## src/sac_pkg.sv

```systemverilog
// shared constants and types for the converter control link
package sac_pkg;
    localparam int RES_BITS = 18;
    localparam int CFG_BITS = 14;
    localparam int OUT_BITS = 17;
    localparam int CLK_MHZ = 125;
    localparam int CONV_NS = 1850;
    localparam int CONV_CYC = (CONV_NS * CLK_MHZ) / 1000;
    localparam int STEP_CYC = CONV_CYC / 20;
    localparam int ACQ_NS = 650;
    localparam int ACQ_CYC = (ACQ_NS * CLK_MHZ + 999) / 1000;
    localparam int DATA_NS = 1000;
    localparam int DATA_CYC = (DATA_NS * CLK_MHZ) / 1000;
    localparam int QUIET_NS = 140;
    localparam int QUIET_CYC = (QUIET_NS * CLK_MHZ + 999) / 1000;
    localparam int CLCLK_NS = 10;
    localparam int CLCLK_CYC = (CLCLK_NS * CLK_MHZ + 999) / 1000;
    localparam int SCK_NS = 15;
    // half period covers the three-flop pin sampler, so the device answers each fall in time
    localparam int SCK_HALF_CYC = (SCK_NS * CLK_MHZ + 999) / 1000 + 1;
    localparam logic [17:0] UNI_MIN = 18'h0_0000;
    localparam logic [17:0] UNI_MID = 18'h2_0000;
    localparam logic [17:0] UNI_MAX = 18'h3_FFFF;
    localparam logic [17:0] BIP_MIN = 18'h2_0000;
    localparam logic [17:0] BIP_MAX = 18'h1_FFFF;
    localparam logic [17:0] BIP_FLIP = 18'h2_0000;
    // cfg field holding the input configuration (bipolar when bit 12 clear)
    localparam int CFG_BIPOLAR_POS = 12;
    localparam logic [13:0] CFG_RESET = 14'h3F_FF;
    typedef enum logic [1:0] {SAC_ACQ = 2'b00, SAC_CONV = 2'b01, SAC_DONE = 2'b11} sac_state_type;
endpackage : sac_pkg

```

## src/sac_link_if.sv

```systemverilog
// link between converter device and host serial master
`timescale 1ns/10ps
`default_nettype none
interface sac_link_if;
    logic convertStrobe; // host start / select
    logic sck;           // host serial clock
    logic din;           // config data to device
    logic sdoOut;        // device data
    logic sdoOe;         // device drives data
    logic sdo;           // resolved data line
    assign sdo = sdoOe ? sdoOut : 1'b1;
    modport device (input convertStrobe, input sck, input din, output sdoOut, output sdoOe);
    modport host (output convertStrobe, output sck, output din, input sdo);
endinterface : sac_link_if
`default_nettype wire

```

## src/sac_device.sv

```systemverilog
// converter device end: conversion sequencing, coding and serial port
`timescale 1ns/10ps
`default_nettype none
module sac_device
    import sac_pkg::*;
(
    input wire logic clk,                   // system clock
    input wire logic arst_n,                // async reset, low active
    sac_link_if.device link,                // serial link
    input wire logic compHigh,              // comparator: input above trial level
    input wire logic overRange,             // input above positive full scale
    input wire logic underRange,            // input below negative full scale
    output logic lowPower,                  // analog core powered down
    output logic sampling,                  // acquisition phase active
    output logic [RES_BITS-1:0] trialCode,  // trial code to the dac
    output logic [CFG_BITS-1:0] activeCfg   // configuration in force
);
    // three stage samplers for pins; a change counts when stages two and three agree
    logic [2:0] cnvSync, sckSync, dinSync;
    logic cnvLvl, sckLvl;
    always_ff @(posedge clk or negedge arst_n) begin
        if (!arst_n) begin
            cnvSync <= 3'h0;
            sckSync <= 3'h0;
            dinSync <= 3'h0;
        end else begin
            cnvSync <= {cnvSync[1:0], link.convertStrobe};
            sckSync <= {sckSync[1:0], link.sck};
            dinSync <= {dinSync[1:0], link.din};
        end
    end
    // filtered levels, updated only on agreement
    always_ff @(posedge clk or negedge arst_n) begin
        if (!arst_n) begin
            cnvLvl <= 1'b0;
            sckLvl <= 1'b0;
        end else begin
            if (cnvSync[1] == cnvSync[2]) cnvLvl <= cnvSync[2];
            if (sckSync[1] == sckSync[2]) sckLvl <= sckSync[2];
        end
    end
    wire cnvNow = (cnvSync[1] == cnvSync[2]) ? cnvSync[2] : cnvLvl;
    wire sckNow = (sckSync[1] == sckSync[2]) ? sckSync[2] : sckLvl;
    wire cnvRise = cnvNow & ~cnvLvl;
    wire cnvFall = ~cnvNow & cnvLvl;
    wire sckRise = sckNow & ~sckLvl;
    wire sckFall = ~sckNow & sckLvl;

    // conversion state
    sac_state_type state;
    logic [4:0] bitIdx;
    logic [7:0] stepCnt;
    logic [7:0] acqCnt;
    logic [RES_BITS-1:0] result;
    logic [CFG_BITS-1:0] pendCfg;
    logic [CFG_BITS-1:0] shiftCfg;
    logic [4:0] inCnt, outCnt;
    logic [RES_BITS:0] outShift;
    logic busyMode;
    logic sdoOutR, sdoOeR;

    wire acqDone = (acqCnt == 8'(ACQ_CYC));
    wire stepEnd = (stepCnt == 8'(STEP_CYC - 1));
    wire lastBit = (bitIdx == 5'd0);
    wire isBipolar = ~activeCfg[CFG_BIPOLAR_POS];
    // next trial: keep decided bit, set the one below
    wire [RES_BITS-1:0] keepBit = compHigh ? trialCode : (trialCode & ~(UNI_MID >> (17 - bitIdx)));
    wire [RES_BITS-1:0] next_trial = lastBit ? keepBit : (keepBit | (UNI_MID >> (18 - bitIdx)));

    // output coding with clamps
    function automatic logic [RES_BITS-1:0] form_code(input logic [RES_BITS-1:0] raw,
            input logic bip, input logic ovr, input logic und);
        logic [RES_BITS-1:0] code;
        code = bip ? (raw ^ BIP_FLIP) : raw;
        if (ovr) code = bip ? BIP_MAX : UNI_MAX;
        if (und) code = bip ? BIP_MIN : UNI_MIN;
        return code;
    endfunction : form_code

    // sequencer: acquisition, 18 bit steps, then back to acquisition
    always_ff @(posedge clk or negedge arst_n) begin
        if (!arst_n) begin
            state <= SAC_ACQ;
            bitIdx <= 5'd0;
            stepCnt <= 8'd0;
            acqCnt <= 8'd0;
            trialCode <= UNI_MIN;
            result <= UNI_MIN;
            activeCfg <= CFG_RESET;
            busyMode <= 1'b0;
        end else begin
            unique case (state)
                SAC_ACQ: begin
                    if (!acqDone) acqCnt <= acqCnt + 8'd1;
                    if (cnvRise && acqDone) begin
                        state <= SAC_CONV;
                        bitIdx <= 5'(RES_BITS - 1);
                        trialCode <= UNI_MID;
                        stepCnt <= 8'd0;
                        busyMode <= 1'b0;
                    end
                end
                SAC_CONV: begin
                    // judged at a bit boundary so the start pulse itself never counts
                    if (cnvNow && stepEnd) busyMode <= 1'b1;
                    stepCnt <= stepEnd ? 8'd0 : stepCnt + 8'd1;
                    if (stepEnd) begin
                        trialCode <= next_trial;
                        bitIdx <= bitIdx - 5'd1;
                        if (lastBit) state <= SAC_DONE;
                    end
                end
                SAC_DONE: begin
                    result <= form_code(trialCode, isBipolar, overRange, underRange);
                    activeCfg <= pendCfg;
                    acqCnt <= 8'd0;
                    state <= SAC_ACQ;
                end
                default: state <= SAC_ACQ;
            endcase
        end
    end

    // serial port: strobe low selects; config in on rises, data out on falls
    always_ff @(posedge clk or negedge arst_n) begin
        if (!arst_n) begin
            shiftCfg <= CFG_RESET;
            pendCfg <= CFG_RESET;
            inCnt <= 5'd0;
            outCnt <= 5'd0;
            outShift <= '0;
            sdoOutR <= 1'b1;
            sdoOeR <= 1'b0;
        end else if (cnvNow) begin
            // selection ends; a partial word is dropped
            inCnt <= 5'd0;
            sdoOeR <= (state == SAC_CONV) && busyMode;
            sdoOutR <= 1'b0; // busy shows low until done
        end else if (cnvFall || (sdoOeR && busyMode && state == SAC_ACQ && outCnt == 5'd0)) begin
            // load last finished result; busy mode prepends one leading bit
            outShift <= busyMode ? {1'b0, result} : {result, 1'b0};
            outCnt <= 5'd0;
            sdoOeR <= 1'b1;
            sdoOutR <= busyMode ? 1'b0 : result[RES_BITS-1];
        end else begin
            if (sckRise && inCnt < 5'(CFG_BITS)) begin
                shiftCfg <= {shiftCfg[CFG_BITS-2:0], dinSync[2]};
                inCnt <= inCnt + 5'd1;
                // full word pends now so this conversion's end hands it on
                if (inCnt == 5'(CFG_BITS - 1)) pendCfg <= {shiftCfg[CFG_BITS-2:0], dinSync[2]};
            end
            if (sckFall && outCnt <= 5'(OUT_BITS + 1)) begin
                outShift <= {outShift[RES_BITS-1:0], 1'b0};
                sdoOutR <= outShift[RES_BITS-1];
                outCnt <= outCnt + 5'd1;
            end
        end
    end

    // outputs straight from flops; power down when not converting and acquisition is done
    always_ff @(posedge clk or negedge arst_n) begin
        if (!arst_n) begin
            lowPower <= 1'b1;
            sampling <= 1'b1;
        end else begin
            lowPower <= (state != SAC_CONV) && acqDone;
            sampling <= (state != SAC_CONV);
        end
    end
    assign link.sdoOut = sdoOutR;
    assign link.sdoOe = sdoOeR;
endmodule : sac_device
`default_nettype wire

```

## src/flat_wrapper.sv

```systemverilog
// flat-port wrapper written by rule: the top's interface ports become plain ports
module sac_device_flat import sac_pkg::*;
  (clk, arst_n, compHigh, overRange, underRange, lowPower, sampling, trialCode, activeCfg, link_convertStrobe, link_sck, link_din, link_sdoOut, link_sdoOe);
  sac_link_if link_i ();
  input wire logic clk;
  input wire logic arst_n;
  input wire logic compHigh;
  input wire logic overRange;
  input wire logic underRange;
  output logic lowPower;
  output logic sampling;
  output logic [RES_BITS-1:0] trialCode;
  output logic [CFG_BITS-1:0] activeCfg;
  input wire logic [$bits(link_i.convertStrobe)-1:0] link_convertStrobe;
  input wire logic [$bits(link_i.sck)-1:0] link_sck;
  input wire logic [$bits(link_i.din)-1:0] link_din;
  output wire logic [$bits(link_i.sdoOut)-1:0] link_sdoOut;
  output wire logic [$bits(link_i.sdoOe)-1:0] link_sdoOe;
  assign link_i.convertStrobe = link_convertStrobe;
  assign link_i.sck = link_sck;
  assign link_i.din = link_din;
  assign link_sdoOut = link_i.sdoOut;
  assign link_sdoOe = link_i.sdoOe;
  sac_device u_core (.clk(clk), .arst_n(arst_n), .link(link_i), .compHigh(compHigh), .overRange(overRange), .underRange(underRange), .lowPower(lowPower), .sampling(sampling), .trialCode(trialCode), .activeCfg(activeCfg));
endmodule
```

## config.mk

```make
export PLATFORM = sky130hd
export DESIGN_NAME = sac_device_flat
export DESIGN_NICKNAME = d
export VERILOG_FILES = /design/src/sac_pkg.sv /design/src/sac_link_if.sv /design/src/sac_device.sv /design/src/flat_wrapper.sv
export SDC_FILE = /design/constraint.sdc
export NUM_CORES = 1
export LEC_CHECK = 0
export BUFFER_PORTS_ARGS = -buffer_cell sky130_fd_sc_hd__buf_2
export CELL_PAD_IN_SITES_DETAIL_PLACEMENT = 1
export CELL_PAD_IN_SITES_GLOBAL_PLACEMENT = 1
export CORE_MARGIN = 2
export CORE_UTILIZATION = 49
export CTS_CLUSTER_SIZE = 40
export DETAILED_ROUTE_END_ITERATION = 8
export PLACE_DENSITY = 0.87
export SLEW_MARGIN = 20
export SYNTH_ARGS = -nofsm -noshare
export SYNTH_HDL_FRONTEND = slang
export SYNTH_SLANG_ARGS = --single-unit
```

## constraint.sdc

```tcl
create_clock -name clk -period 2.75 [get_ports clk]
set_input_delay 0.275 -clock clk [delete_from_list [all_inputs] [get_ports clk]]
set_output_delay 0.275 -clock clk [all_outputs]
set_load 0.005 [all_outputs]
```

# [Yosys cells after proc, flatten, opt, wreduce, memory -nomap -nowiden]
# Index checks and enable logic that the tools add are counted.
[totals] reg_bits=144 word_cells=129
[op_classes] n_addsub=7 magnitude_cmp=2 n_eq_ne=14 shifts=2 muxes=41 bitwise_logic=13 reduce_logical=28
[op_table] operator="$mux 18" n=12
[op_table] operator="$shr 18x32->18 const A" n=2
[op_table] operator="$pmux 18 s2" n=1
[op_table] operator="$mux 5" n=7
[op_table] operator="$pmux 8 s2" n=2
[op_table] operator="$mux 8" n=3
[op_table] operator="$and 18x18->18" n=1
[op_table] operator="$not 18->18" n=1
[op_table] operator="$or 18x18->18" n=1
[op_table] operator="$add 8x1->8 const B" n=2
[op_table] operator="$ne 2x1->1 const B" n=6
[op_table] operator="$reduce_and 3->1" n=4
[op_table] operator="$sub 5x5->6 const A" n=2
[op_table] operator="$add 5x1->5 const B" n=2
[op_table] operator="$logic_not 5->1" n=2
[op_table] operator="$mux 1" n=10
[op_table] operator="$pmux 5 s2" n=1
[op_table] operator="$reduce_bool 2->1" n=5
[op_table] operator="$logic_and 1x1->1" n=9
[op_table] operator="$eq 8x4->1 const B" n=1
[op_table] operator="$eq 8x7->1 const B" n=1
[op_table] operator="$reduce_and 2->1" n=4
[op_table] operator="$mux 2" n=3
[op_table] operator="$not 1->1" n=6
[op_table] operator="other kinds (15)" n=19

# [Logic depth before layout (Yosys ltp)]
[depth] depth_word=9 depth_mapped=9

# [Worst setup path after synthesis]
# OpenSTA, ideal clock, no wires.
[synth_path] kind="reg-to-reg" startpoint="reg u_core.bitIdx[1]" endpoint="reg u_core.trialCode[10]" setup_time_ns=0.139 arrival_time_ns=2.229 t_required_ns=2.611 setup_slack_ns=0.381 stages_incl_launch_ff=9 n_path_buf=1 cell_sequence="dfrtp_1 > inv_1 > ha_1 > buf_2 > or4b_2 > o31ai_1 > o21ai_1 > o311ai_0 > o21ai_0"
[synth_between] elab_chain_len=9
[synth_lines] element="start, declared" line_no="sac_device.sv:51" source="logic [4:0] bitIdx;"
[synth_lines] element="start signal, assigned" line_no="sac_device.sv:97" source="bitIdx <= 5'(RES_BITS - 1);"
[synth_lines] element="start signal, assigned" line_no="sac_device.sv:109" source="bitIdx <= bitIdx - 5'd1;"
[synth_lines] element="$sub 5x5->6" line_no="sac_device.sv:67" source="wire [RES_BITS-1:0] keepBit = compHigh ? trialCode : (trialCode & ~(UNI_MID >> (17 - bitIdx)));"
[synth_lines] element="$shr 18x32->18" line_no="sac_device.sv:67"
[synth_lines] element="$not 18->18" line_no="sac_device.sv:67"
[synth_lines] element="$and 18x18->18" line_no="sac_device.sv:67"
[synth_lines] element="$mux 18" line_no="sac_device.sv:67"
[synth_lines] element="$or 18x18->18" line_no="sac_device.sv:68" source="wire [RES_BITS-1:0] next_trial = lastBit ? keepBit : (keepBit | (UNI_MID >> (18 - bitIdx)));"
[synth_lines] element="$mux 18 (*)" line_no="sac_device.sv:68"
[synth_lines] element="$mux 18 (*)" line_no="sac_device.sv:107" source="if (stepEnd) begin"
[synth_lines] element="$pmux 18 s2 (*)" line_no="sac_device.sv:92" source="unique case (state)"
[synth_lines] element="end signal, assigned" line_no="sac_device.sv:108" source="trialCode <= next_trial;"
[synth_lines] element="end, declared" line_no="sac_device.sv:15" source="output logic [RES_BITS-1:0] trialCode,"
# Mark *: on every way between the ends. The rest lies on a longest branch, timed or not. The select of a mux whose other input is x is not followed.
# A chain may end at the register's enable or synchronous reset.

# [Worst setup path in the final report]
[layout_path] startpoint="reg u_core.bitIdx[2]" endpoint="reg u_core.trialCode[6]"
# The elaborated chain is that of the path after synthesis.

==> results.txt <==
Setup violations remaining at the end of the flow were counted as 0. The post-route DRC violation count is 0. In this run the critical register-to-register path is launched from u_core.bitIdx[2]. The tools report the number of fill cells in the layout as 1458.

In this run the most critical hold path is launched from overRange. Using the TritonRoute via totals, the vias-per-cell ratio works out to 6.19. The initial antenna violation count came out at 0. The kind of cell adding the most delay to the critical path was compound AO/OA/AOI/OAI gates. The tools report the clock network fraction of total power as 0.461. The critical path is of the flop to flop type. Data on the critical path arrives at its endpoint at 2850 ps. The internal power of the cells totals 4.03 mW. Along the worst path, the maximum fanout reaches 9. At the worst endpoint, the required time is 3040 ps.

The worst stage delay on the critical path works out to 470 ps. Traced cell by cell, the critical path runs through inv_1 -> ha_1 -> buf_4 -> or3_1 -> o31ai_1 -> buf_4 -> nand4_1 -> o211ai_1 -> o21ai_0. The share of synthesized cell area in and, or, nand and nor gates is 0.133. In this run the clock root is driven by a clkbuf_16. The xor-xnor portion of the synthesized cell area is 0.0178. The netlist uses 68 different library cells. The share of the synthesized area in the top cell type was 0.363.

The logs give 0.085 for the fraction of power consumed by combinational cells and 0 for the count of max-cap constraint violations. Capture instance of the worst register-to-register path: u_core.trialCode[6]. The routing usage on met1 was 0.358. The die height works out to 123 µm. The final critical path time including I/O delays and setup works out to 2560 ps. The number of buffers between clock root and the deepest sink is 2. The switching share of power came out at 0.257.

The die covers 15000 µm². The most numerous cell type found on the critical path is buf_4. In this run the most used layer during global routing was met2.

The design draws 5.43 mW. The maximum resistive drop on vdd was 334 µV; the final-layout setup total negative slack was 0 ps. The run gives 0.454 as the power share of the sequential group. The number of sinks driven by the clock tree came out at 144.

The adder-cell share of the synthesized area came out at 0.0283. The port buffer count was 43. The count of flip-flops with a built-in enable after synthesis came out at 0.

TritonCTS built the clock tree. Yosys instantiated no cell more often than dfrtp_1. The number of clock buffers added by TritonCTS is 17. Number of nets in the layout: 694. Setup repair after global routing left no endpoint under its margin. After synthesis, the largest family of logic cells by area is compound AO/OA/AOI/OAI gates. The total power per unit cell area is 675 nW/µm². At the pin with the least slew margin, the transition time is 747 ps. The clock transition time at the flip-flop clock pins of the worst setup and hold paths is 60 ps. The run gives 355 as the initial DRC count.

The logs give 0.530 for the share of the yosys chip area belonging to registers and 13800 µm² for the placeable core region. The H-tree was split into 4 levels. Wires add up to 20500 µm. The tools report the instance count of the mapped netlist as 624. Number of synthesis warnings: 0.

The tools report the end point of the worst hold path as u_core.result[9]. The critical path depth was 9; the antenna diode count was 0. The tools report the start point of the critical path as u_core.bitIdx[2]. The proportion of layout cells with a drive suffix above 1 was 0.302. After synthesis, the cell types taking the most area are dfrtp_1 (36%), dfstp_2 (17%), mux2_2 (9.3%). Share of synthesized flip-flops with an asynchronous set or reset: 1.00. For this run, the leading register cell type out of synthesis is dfrtp_1. Counting both buffers and inverters, the worst setup path holds a total of 3. The logs give 0.500 for the max-slew headroom at the worst pin and 0 for the buffer count from post-CTS setup fixing.

The detailed-routing iteration count for the pre-antenna-repair pass is 5, and the global-route wire length before repair is 33100 µm. The final cell utilization of the core is 0.581, and the via count of the first global-routing pass is 5878. The total grt overflow came out at 0. The run finished with clean final reports.

The final worst-path cycle share is 0.932. The mean cell area of the mapped netlist is 11.1 µm², and the layout overhead on the synthesized area is 16.6%. Sorting the synthesized cells by how often they occur yields dfrtp_1 (100), mux2_2 (57), nand2_1 (50).

The maximum clock frequency came out at 390 MHz. The reg2reg setup slack was 190 ps. Dominant cell type by area after synthesis: dfrtp_1. The final routed wire length divided by cell count was 23.8 µm; the depth of the most critical reg-to-reg path was 9. After detailed placement, the design holds a cell count of 829.

The later-pin clock latency in the skew report is 450 ps. In this run the cell area of the synthesized design comes to 6900 µm². The detail route stage leaves a number of antenna-violating nets equal to 0. For the count of boundary I/O pins, the log shows 44.

For the final clock skew, the log shows 11.7 ps. STA classifies the critical path startpoint as a flop. The total net switching power came out at 1.40 mW. The detailed placer's ending HPWL is 12600 µm.

The effective utilization at floorplan came out at 0.499. Entering global routing, the biggest net connects 65 pins. The synthesized flop and latch total was 144. The run gives 3.44 nW as the leakage power figure. STA classifies the critical path endpoint as a flop. The multiplexer area fraction after synthesis came out at 0.121. At the end of routability-driven placement, the weighted congestion stood at 0.918. Fraction of the mapped netlist area in compound gates: 0.137. The number of max-slew violations in the final report came out at 0. The number of placement rows is 43. Summing all multi-input logic gate instances after layout gives 3030 µm². After the flow finishes, the layout carries non-filler instances totaling 865. The die boundary width came out at 123 µm. The sequential cells in the finished layout cover a total of 3660 µm².

The number of instances on the worst hold path was 3. The tools report the global routing met3 resource utilization as 0.0567. The run gives 0.296 as the combined global-route utilization of all metal layers. The cell type of the slowest stage on the worst timing path was dfrtp_1. The path class of the tightest hold or removal check is primary input to flop. The post-synth net total was 646; the met2 track demand over resource in global routing was 0.510. The final-report hold violation count is 0. The routed layout has 5358 vias.
[power by group through the flow]
stage	Sequential, mW	Combinational, mW	Clock (mW)
2_1_floorplan	2.42	0.293	0
3_3_place_gp	2.45	0.375	0
3_5_place_dp	2.48	0.432	0
4_1_cts	2.46	0.463	2.53
5_1_grt	2.48	0.505	2.60
6_report	2.46	0.462	2.50
[per-stage QoR]
stage	setup WS (ps)	hold slack (ps)	area (µm²)
after floorplan	381	-20.6	6900
after global placement	342	233	7350
after detailed placement	235	242	7350
after CTS	83.3	285	8030
after global routing	21.9	324	8040
final	186	302	8040
[sequential cells by signal (all words and copies together), names as in the netlist, 2 cells and up]
| signal | count |
|---|---|
| u_core.state | 2 |
| u_core.cnvSync | 3 |
| u_core.inCnt | 5 |
| u_core.activeCfg | 14 |
| u_core.sckSync | 3 |
| u_core.outShift | 18 |
| u_core.trialCode | 18 |
| u_core.shiftCfg | 13 |
| u_core.dinSync | 3 |
| u_core.stepCnt | 8 |
| u_core.acqCnt | 8 |
| u_core.outCnt | 5 |
| u_core.bitIdx | 5 |
| u_core.pendCfg | 14 |
| u_core.result | 18 |
[repair_timing]
action	CTS	global route
hold buffers	4	0
resized for setup	0	4
endpoints found under the setup margin	0	9
hold endpoints to repair	43	0
[cell type report]
type / count / area share
Multi-Input combinational cell: 425 / 0.377
Timing Repair Buffer: 66 / 0.0518
Clock inverter: 11 / 0.0170
Tap cell: 180 / 0.0280
Inverter: 18 / 0.00840
Clock buffer: 21 / 0.0626
Sequential cell: 144 / 0.455
[cells in the final DEF, fill, tap and decap left out, types with 3 or more instances in the layout]
| cell | synthesis | routed |
|---|---|---|
| clkbuf_16 | 0 | 19 |
| xnor2_1 | 11 | 11 |
| nor2b_1 | 5 | 5 |
| or3_1 | 3 | 3 |
| dfstp_2 | 44 | 44 |
| xor2_1 | 3 | 3 |
| inv_6 | 0 | 5 |
| or4_1 | 3 | 3 |
| o211ai_1 | 12 | 12 |
| nand3_1 | 18 | 18 |
| buf_2 | 6 | 42 |
| o21ai_0 | 46 | 46 |
| buf_4 | 1 | 18 |
| mux2_2 | 57 | 57 |
| nor3_1 | 10 | 10 |
| nand4_1 | 8 | 8 |
| nand2_1 | 50 | 50 |
| ha_1 | 14 | 14 |
| inv_1 | 18 | 18 |
| nand3b_1 | 3 | 3 |
| o31ai_1 | 30 | 29 |
| and3_1 | 4 | 4 |
| a21oi_1 | 20 | 20 |
| nand2b_1 | 8 | 8 |
| and4_1 | 4 | 4 |
| nor2_1 | 43 | 43 |
| dfrtp_1 | 100 | 99 |
| mux2i_1 | 18 | 18 |
| dlygate4sd3_1 | 0 | 4 |
| a21o_1 | 3 | 3 |
[kinds of logic after synthesis]
| group | Yosys count |
|---|---|
| AND/OR/NAND/NOR | 178 |
| flip-flops | 144 |
| adder cells (fa/ha/maj) | 16 |
| AO/OA/AOI/OAI | 141 |
| XOR/XNOR | 14 |
| buffers and inverters | 55 |
| multiplexers | 76 |
[per-layer routing]
metal | vias to the layer above | part of all wire
met5 | - | 0
met4 | 0 | 0.035
met3 | 65 | 0.044
met2 | 189 | 0.52
met1 | 2754 | 0.40
li1 | 2350 | -
[worst min-delay path, stage by stage]
cell	delay (ps)
buf_2	210
nor2_1	140
o31ai_1	70
[worst max-delay path by stage]
stage / endpoint / slack [ps]
after global placement: u_core.trialCode[12] / 340
final: u_core.trialCode[6] / 190
after floorplan: u_core.trialCode[10] / 380
after detailed placement: u_core.trialCode[10] / 240
after CTS: u_core.trialCode[10] / 80
after global routing: u_core.trialCode[12] / 20
No activity file was read; power rests on OpenSTA's default activity.
